File: src/shared/awc_pkg.sv
// Shared constants and types for the converter window comparator
package awc_pkg;
    localparam int RES_W = 10;
    localparam int WORD_W = 16;
    localparam int CONV_SAR_CLKS = 10;
    localparam int SAR_CLK_MAX_KHZ = 3000;
    localparam int SYS_CLK_KHZ = 40000;
    // SAR clock divider: ceil so the SAR rate never exceeds its maximum
    localparam int SAR_DIV =
        (SYS_CLK_KHZ + SAR_CLK_MAX_KHZ - 1) / SAR_CLK_MAX_KHZ;
    localparam logic [WORD_W-1:0] LIMIT_RST = 16'h0000;
    localparam logic [WORD_W-1:0] RESULT_RST = 16'h0000;
    localparam int LJ_SHIFT = WORD_W - RES_W;

    typedef enum logic [1:0] {
        AWC_IDLE = 2'b00,
        AWC_CONV = 2'b01,
        AWC_DONE = 2'b10
    } awc_state_e;
endpackage

File: src/shared/awc_cmp_if.sv
// Interface carrying a result word and limits to the compare unit
`timescale 1ns/1ps
`default_nettype none
interface awc_cmp_if;
    logic [15:0] word;
    logic [15:0] gt_lim;
    logic [15:0] lt_lim;
    logic is_signed;
    logic hit;
    modport ctrl (output word, output gt_lim, output lt_lim,
        output is_signed, input hit);
    modport cmp (input word, input gt_lim, input lt_lim,
        input is_signed, output hit);
endinterface
`default_nettype wire

File: src/hw/awc_compare.sv
// Combinational window decision on one justified result word
`timescale 1ns/1ps
`default_nettype none
module awc_compare (
    awc_cmp_if.cmp c
);
    // Signed order becomes unsigned order once the sign bit is flipped
    function automatic logic [16:0] awc_key(input logic [15:0] v,
                                            input logic sgn);
        awc_key = {1'b0, v[15] ^ sgn, v[14:0]};
    endfunction

    logic [16:0] k_w;
    logic [16:0] k_gt;
    logic [16:0] k_lt;
    always_comb begin
        k_w = awc_key(c.word, c.is_signed);
        k_gt = awc_key(c.gt_lim, c.is_signed);
        k_lt = awc_key(c.lt_lim, c.is_signed);
        if (k_lt > k_gt) begin
            c.hit = (k_w > k_gt) && (k_w < k_lt);
        end else begin
            c.hit = (k_w < k_gt) || (k_w > k_lt);
        end
    end
endmodule
`default_nettype wire

File: src/hw/awc_top.sv
// Converter window comparator: conversion timing, result format, flag
// Behaviour
// - Single-ended result is unsigned ten bits
// - Differential result is ten-bit two's complement
// - Inside window: strictly between both limits
// - Outside window: below greater or above less
// - Differential compares use signed ordering
// - Left-justified words compare against justified limits
// - Conversion takes at least ten SAR clocks
// - Window sense chosen by limit order, signed when differential
// - Every result is compared; flag notifies
`timescale 1ns/1ps
`default_nettype none
module awc_top #(
    parameter int SAR_DIV = awc_pkg::SAR_DIV,
    parameter int CONV_CLKS = awc_pkg::CONV_SAR_CLKS
) (
    input wire logic clk_sys,
    input wire logic srst,
    input wire logic conv_start,
    input wire logic [9:0] sample_code,
    input wire logic differential,
    input wire logic left_justify,
    input wire logic [7:0] upper_bound_compare_high,
    input wire logic [7:0] upper_bound_compare_low,
    input wire logic [7:0] lower_bound_compare_high,
    input wire logic [7:0] lower_bound_compare_low,
    input wire logic flag_clear,
    output logic [7:0] conversion_result_high,
    output logic [7:0] conversion_result_low,
    output logic conv_busy,
    output logic conv_done,
    output logic window_match_flag
);
    typedef struct packed {
        awc_pkg::awc_state_e st;
        logic [7:0] div;
        logic [7:0] bits;
        logic [9:0] code;
        logic [15:0] result;
        logic done;
        logic flag;
    } awc_s;

    awc_s r_ff;
    awc_s nxt_r;
    logic sar_tick;
    logic [15:0] fmt_word;

    awc_cmp_if cif ();
    awc_compare u_cmp (
        .c(cif.cmp)
    );

    // Place a code in the 16-bit result word per justification and sign
    function automatic logic [15:0] awc_fmt(input logic [9:0] code,
                                            input logic sgn,
                                            input logic lj);
        if (lj) begin
            awc_fmt = {code, 6'h00};
        end else if (sgn) begin
            awc_fmt = {{6{code[9]}}, code};
        end else begin
            awc_fmt = {6'h00, code};
        end
    endfunction

    assign sar_tick = (r_ff.div == 8'(SAR_DIV - 1));
    assign fmt_word = awc_fmt(r_ff.code, differential, left_justify);
    assign cif.word = fmt_word;
    assign cif.gt_lim = {upper_bound_compare_high, upper_bound_compare_low};
    assign cif.lt_lim = {lower_bound_compare_high, lower_bound_compare_low};
    assign cif.is_signed = differential;

    always_comb begin
        nxt_r = r_ff;
        nxt_r.done = 1'b0;
        nxt_r.div = sar_tick ? 8'h00 : r_ff.div + 8'h01;
        // A clear in the same cycle as a hit loses: the event is kept
        if (flag_clear) begin
            nxt_r.flag = 1'b0;
        end
        unique case (r_ff.st)
            awc_pkg::AWC_IDLE: begin
                if (conv_start) begin
                    nxt_r.st = awc_pkg::AWC_CONV;
                    nxt_r.bits = 8'h00;
                    nxt_r.div = 8'h00;
                    nxt_r.code = sample_code;
                end
            end
            awc_pkg::AWC_CONV: begin
                if (sar_tick) begin
                    nxt_r.bits = r_ff.bits + 8'h01;
                    if (r_ff.bits == 8'(CONV_CLKS - 1)) begin
                        nxt_r.st = awc_pkg::AWC_DONE;
                    end
                end
            end
            awc_pkg::AWC_DONE: begin
                nxt_r.result = fmt_word;
                nxt_r.done = 1'b1;
                nxt_r.st = awc_pkg::AWC_IDLE;
                if (cif.hit) begin
                    nxt_r.flag = 1'b1;
                end
            end
            default: begin
                nxt_r.st = awc_pkg::AWC_IDLE;
            end
        endcase
    end

    always_ff @(posedge clk_sys) begin
        if (srst) begin
            r_ff <= '{st: awc_pkg::AWC_IDLE, div: 8'h00, bits: 8'h00,
                code: 10'h000, result: awc_pkg::RESULT_RST,
                done: 1'b0, flag: 1'b0};
        end else begin
            r_ff <= nxt_r;
        end
    end

    assign conversion_result_high = r_ff.result[15:8];
    assign conversion_result_low = r_ff.result[7:0];
    assign conv_busy = (r_ff.st != awc_pkg::AWC_IDLE);
    assign conv_done = r_ff.done;
    assign window_match_flag = r_ff.flag;

    // Assertions
    int unsigned conv_cnt_ff;
    always_ff @(posedge clk_sys) begin
        if (srst || r_ff.st == awc_pkg::AWC_IDLE) begin
            conv_cnt_ff <= 0;
        end else begin
            conv_cnt_ff <= conv_cnt_ff + 1;
        end
    end
endmodule
`default_nettype wire

File: config.mk
export PLATFORM = sky130hd
export DESIGN_NAME = awc_top
export DESIGN_NICKNAME = d
export VERILOG_FILES = /design/src/shared/awc_pkg.sv /design/src/shared/awc_cmp_if.sv /design/src/hw/awc_compare.sv /design/src/hw/awc_top.sv
export SDC_FILE = /design/constraint.sdc
export NUM_CORES = 1
export LEC_CHECK = 0
export BUFFER_PORTS_ARGS = -buffer_cell sky130_fd_sc_hd__buf_4
export CORE_MARGIN = 4
export CORE_UTILIZATION = 59
export DETAILED_ROUTE_END_ITERATION = 6
export PLACE_DENSITY = 0.84
export SLEW_MARGIN = 20
export SYNTH_ARGS = -nofsm -noshare
export SYNTH_HDL_FRONTEND = slang
export SYNTH_SLANG_ARGS = --single-unit
File: constraint.sdc
create_clock -name clk_sys -period 6 [get_ports clk_sys]
set_input_delay 0.3 -clock clk_sys [delete_from_list [all_inputs] [get_ports clk_sys]]
set_output_delay 0.3 -clock clk_sys [all_outputs]
set_load 0.1 [all_outputs]
## After elaboration in Yosys (flattened, before gate mapping)

Cells that the tools add are included.

- Input bits: 48
- Register bits: 46
- Logic and storage cells: 46

- Mux-type cells: 14
- Equal/unequal tests: 7
- Bitwise gates (word level): 3
- Add/subtract/negate cells: 2
- Reductions and logical operators: 8
- Order comparisons: 5

Operator list:

| cell | count |
|---|---|
| > comparator 16 bit | 3 |
| < comparator 16 bit | 2 |
| 2-to-1 mux 16 bit | 2 |
| 2-to-1 mux 28 bit | 1 |
| 2-to-1 mux 8 bit | 3 |
| adder 8 x 1 -> 8 bit, second input constant | 2 |
| equality test 8 x 4 -> 1 bit, second input constant | 2 |
| case mux 8 bit (2 select lines) | 1 |
| 2-to-1 mux 2 bit | 3 |
| != test 2 bit, second input constant | 3 |
| AND reduction 3 bit | 2 |
| case mux 2 bit (2 select lines) | 1 |
| nonzero test 2 bit | 2 |
| 2-to-1 mux 1 bit | 3 |
| bitwise XOR 1 bit | 3 |
| equality test 2 x 1 -> 1 bit, second input constant | 1 |
| equality test 2 bit, second input constant | 1 |
| logical NOT 2 bit | 1 |
| AND reduction 2 bit | 1 |
| logical AND 1 bit | 1 |
| logical OR 1 bit | 1 |

## Logic depth before layout (Yosys ltp)

- Depth after elaboration: 8
- Gate-level depth with buffers: 12

## By module

A second synthesis with hierarchy kept.

- Cell total of the unflattened synthesis: 418
- Area, all modules: 3294.4 µm²

Modules (own cells, without submodules):

| module | cells an instance | sequential area each (µm²) | area an instance (µm²) | instances |
|---|---|---|---|---|
| awc_top | 261 | 920.9 | 2120.8 | 1 |
| awc_compare | 157 | 0.0 | 1173.6 | 1 |

## Least setup slack after synthesis

OpenSTA, ideal clock, no wires.

- Kind: input -> register
- Start: in left_justify
- End: reg r_ff (netlist bit window_match_flag)
- Stages on the path: 10
- Slack: 3602 ps
- Data required time: 5936 ps
- Setup time: 64 ps
- Buffers on the path: 2
- Data arrival time: 2334 ps
- Cells stage by stage: clkbuf_1 -> clkbuf_1 -> nor2_1 -> ha_1 -> a211oi_1 -> nor2_1 -> o41ai_2 -> o2111ai_1 -> or3_1 -> nand3_1

RTL lines:

| element | line | source |
|---|---|---|
| start: declaration | awc_top.sv:23 | `input wire logic left_justify,` |
| 2-to-1 mux 16 bit (*) | awc_top.sv:59 | `if (lj) begin` |
| named net cif.word[5] | awc_cmp_if.sv:5 | `logic [15:0] word;` |
| < comparator 16 bit, or another cell as far along | awc_compare.sv:23 | `c.hit = (k_w < k_gt) \|\| (k_w > k_lt);` |
| logical OR 1 bit / logical AND 1 bit (equally long branches) | awc_compare.sv:23, awc_compare.sv:21 |  |
| 2-to-1 mux 1 bit (*) | awc_compare.sv:20 | `if (k_lt > k_gt) begin` |
| 2-to-1 mux 1 bit (*) | awc_top.sv:104 | `if (cif.hit) begin` |
| 2-to-1 mux 2 bit (*) | awc_top.sv:83 | `unique case (r_ff.st)` |
| end signal: assignment | awc_top.sv:116 | `r_ff <= '{st: awc_pkg::AWC_IDLE, div: 8'h00, bits: 8'h00,` |
| end signal: assignment | awc_top.sv:120 | `r_ff <= nxt_r;` |
| end: declaration | awc_top.sv:45 | `awc_s r_ff;` |

The timed path passes the listed nets; every way through them passes the cells marked *.
A chain may end at the register's enable or synchronous reset.

## Final worst setup path

- Start: reg r_ff[27] in the netlist's numbering
- End: reg r_ff (netlist bit window_match_flag)

RTL lines:

| element | line | source |
|---|---|---|
| 2-to-1 mux 16 bit (*) | awc_top.sv:61 | `end else if (sgn) begin` |
| 2-to-1 mux 16 bit (*) | awc_top.sv:59 |  |
| named net cif.word[14] | awc_cmp_if.sv:5 |  |
| < comparator 16 bit, or another cell as far along | awc_compare.sv:23 |  |
| logical OR 1 bit / logical AND 1 bit (equally long branches) | awc_compare.sv:23, awc_compare.sv:21 |  |
| 2-to-1 mux 1 bit (*) | awc_compare.sv:20 |  |
| 2-to-1 mux 1 bit (*) | awc_top.sv:104 |  |
| 2-to-1 mux 2 bit (*) | awc_top.sv:83 |  |

Marks and branches as above.

==> results.yml <==
run_status:
  status: "finished, final reports clean"
clocking:
  cts-buffers-inserted: 5
  cts_tree: "built"
  clk_pin_slew_ps: 80
  hold_buffers: 0
  cts_root_buffer: "clkbuf_8"
  htree_num_levels: 2
  cts_setup_buffers: 0
  clock_sink_count: 46
  clock_latency_ps: 300
  cts_resized: 0
  cts.path.max_buffers: 2
yosys:
  syn_area_per_cell_um2: 7.80
  synth_common_cells: "nand2_1 (59), ha_1 (48), dfxtp_1 (46), nor2_1 (43), a21oi_1 (40)"
  ys_seq_area_share_pct: 28.5
  netlist_area_um2: 3230
  syn-num-nets: 510
  synth_edf_count: 0
  synth_top_area_share_pct: 28.5
  yosysMostFrequentCell: "nand2_1"
  ys_ff_latch: 46
  ys.flop_type: "dfxtp_1"
  yosys_warnings: 0
  synthArstFlopShare_pct: 0
  yosys.area.top_type: "dfxtp_1"
  yosys-top-cells-area: "dfxtp_1 (29%), ha_1 (19%), nand2_1 (6.9%)"
  postSynthCellCount: 414
  synth.distinct_cells: 48
floorplanning:
  die_y_um: 82.0
  coreArea_um2: 5200
  rows: 26
  io_pins: 67
  die_x_um: 82.0
  die-area_um2: 6720
  start_util_pct: 62.0
grt:
  gr-max-usage-layer: "met2"
  grt_pass1_wl_um: 12600
  grt_max_degree: 34
  met1_usage_pct: 29.0
  grt_use_met2_pct: 43.7
  grt_pass1_vias: 2985
  track_usage_pct: 23.8
  grt_antenna_before_repair: 0
  grt_use_met3_pct: 3.29
  grt_overflow: 0
power:
  swShare_pct: 28.8
  comb_power_share_pct: 23.8
  power_density_nw_per_um2: 193
  p_sw_mw: 0.209
  clkPwrFrac_pct: 31.9
  seqPwrFrac_pct: 44.4
  p_int_mw: 0.516
  p_leak_nw: 1.72
  total_power_mw: 0.724
  vdd_ir_drop_max_mv: 0.170
detailed_routing:
  vias: 2874
  viasPerCell: 5.43
  wl_um: 7230
  final_antenna_net_count: 0
  avgRoutedWirePerCell_um: 13.7
  drtIter0Drc: 153
  dr.pass1.iters: 5
  drcViolationCount: 0
job:
  cap_violations: 0
min_path:
  min_from: "sample_code[6]"
  min_path_cells: 3
  hold_end: "r_ff[24]$_SDFFE_PP0P_"
  worstHoldPathType: "primary input to register"
critical_path:
  crit_fanout: 6
  cp.buffers_inverters: 0
  cp-end-kind: "register"
  cp_slowest_cell: "dfxtp_1"
  critPathLaunchType: "register"
  rrSetupSlack_ps: 3600
  max_stage_delay_ps: 370
  critPathRequiredTime_ps: 6180
  critical_path.cell_chain: "a21oi_1 > a21oi_1 > ha_1 > nand4_1 > nor3_1 > nand4_1 > a21boi_0 > o211ai_1 > nand3_1"
  r2r-start: "r_ff[27]$_SDFFE_PP0P_"
  path_class: "register to register"
  rr_worst_depth: 9
  cp.arrival_ps: 2580
  r2r-end: "window_match_flag$_SDFF_PP0_"
  crit_family: "compound AO/OA/AOI/OAI gates"
place:
  pre_cts_ws_ps: 3490
  io_buffers: 66
  place_area_um2: 3650
  place_congestion: 0.843
  hpwlAfterDp_um: 5920
  placed_cells: 522
sta:
  skew_ps: 8.38
  min_period_ps: 2400
  setup_viol: 0
  drv_slew: 0
  fin_crit_sh_pct: 40.0
  worst_pin_slew_ps: 634
  slew_headroom_pct: 57.5
  hold_violations: 0
  holdWs_ps: 255
  fmax_mhz: 417
  rsz0062_at_grt: "false"
  setup-tns-final_ps: 0
  fin_ws_ps: 3600
layout:
  drive_gt1_share_pct: 18.5
  final_nets: 555
  stdcell_area_um2: 3760
  final_util_pct: 72.3
  syn_to_final_growth_pct: 16.5
  diodes: 0
  instances_no_fill: 529
==> sequential cells by signal, indices dropped and copies added (netlist names) <==
register / cells
window_match_flag: 1
conv_done: 1
r_ff: 28
conversion_result_high: 8
conversion_result_low: 8
==> power groups by stage <==
stage | combinational (mW) | clock [mW] | sequential, mW
global placement | 0.166 | 0 | 0.328
finish | 0.172 | 0.231 | 0.321
global route | 0.195 | 0.244 | 0.323
CTS | 0.172 | 0.234 | 0.321
detailed placement | 0.171 | 0 | 0.328
floorplan | 0.116 | 0 | 0.328
==> cell families after synthesis <==
| kind of cell | synth area share, % |
|---|---|
| simple gates | 23.8 |
| flops | 28.5 |
| compound gates | 13.7 |
| fa+ha+maj | 18.9 |
| mux | 1.32 |
| buf+inv | 9.65 |
| xor+xnor | 4.07 |
==> metal layers <==
layer  share of wire, %  wire (µm)
met1                 44       3160
met2                 49       3550
met3                5.7        411
met4                1.5        107
met5                  0          0
==> worst max path at each step <==
stage                     startpoint                            to  slack (ps)  cells past startpoint
6_report       r_ff[27]$_SDFFE_PP0P_  window_match_flag$_SDFF_PP0_        3600                      9
5_1_grt        r_ff[27]$_SDFFE_PP0P_  window_match_flag$_SDFF_PP0_        3390                      9
4_1_cts        r_ff[27]$_SDFFE_PP0P_  window_match_flag$_SDFF_PP0_        3620                      9
3_5_place_dp            left_justify  window_match_flag$_SDFF_PP0_        3490                     10
3_3_place_gp            left_justify  window_match_flag$_SDFF_PP0_        3720                     11
2_1_floorplan           left_justify  window_match_flag$_SDFF_PP0_        3600                     10
==> layout make-up <==
class                           count  area, µm²
Sequential cell                    46        921
Timing Repair Buffer               66        495
Tap cell                           70       87.6
Clock buffer                        6       82.6
Inverter                           39        146
Multi-Input combinational cell    301       2000
Fill cell                         430       1440
Clock inverter                      1       30.0
==> worst reg2reg max path, stage by stage, from the launching register on <==
cell	delay [ps]
dfxtp_1	370
a21oi_1	330
a21oi_1	150
ha_1	360
nand4_1	130
nor3_1	370
nand4_1	150
a21boi_0	160
o211ai_1	200
nand3_1	90
==> cells in the final DEF (no fill, tap or decap), drive strengths merged, types with 6 or more instances in the layout <==
cell type  count
nand2b         6
a211oi         7
o21ai         14
xor2           9
nor2b          8
a21oi         40
ha            48
nand2         59
nor2          45
nand3         10
inv           39
xnor2          6
dfxtp         46
buf           66
nand4          9
clkbuf         6
nor3           8
No activity file was read; power rests on OpenSTA's default activity.
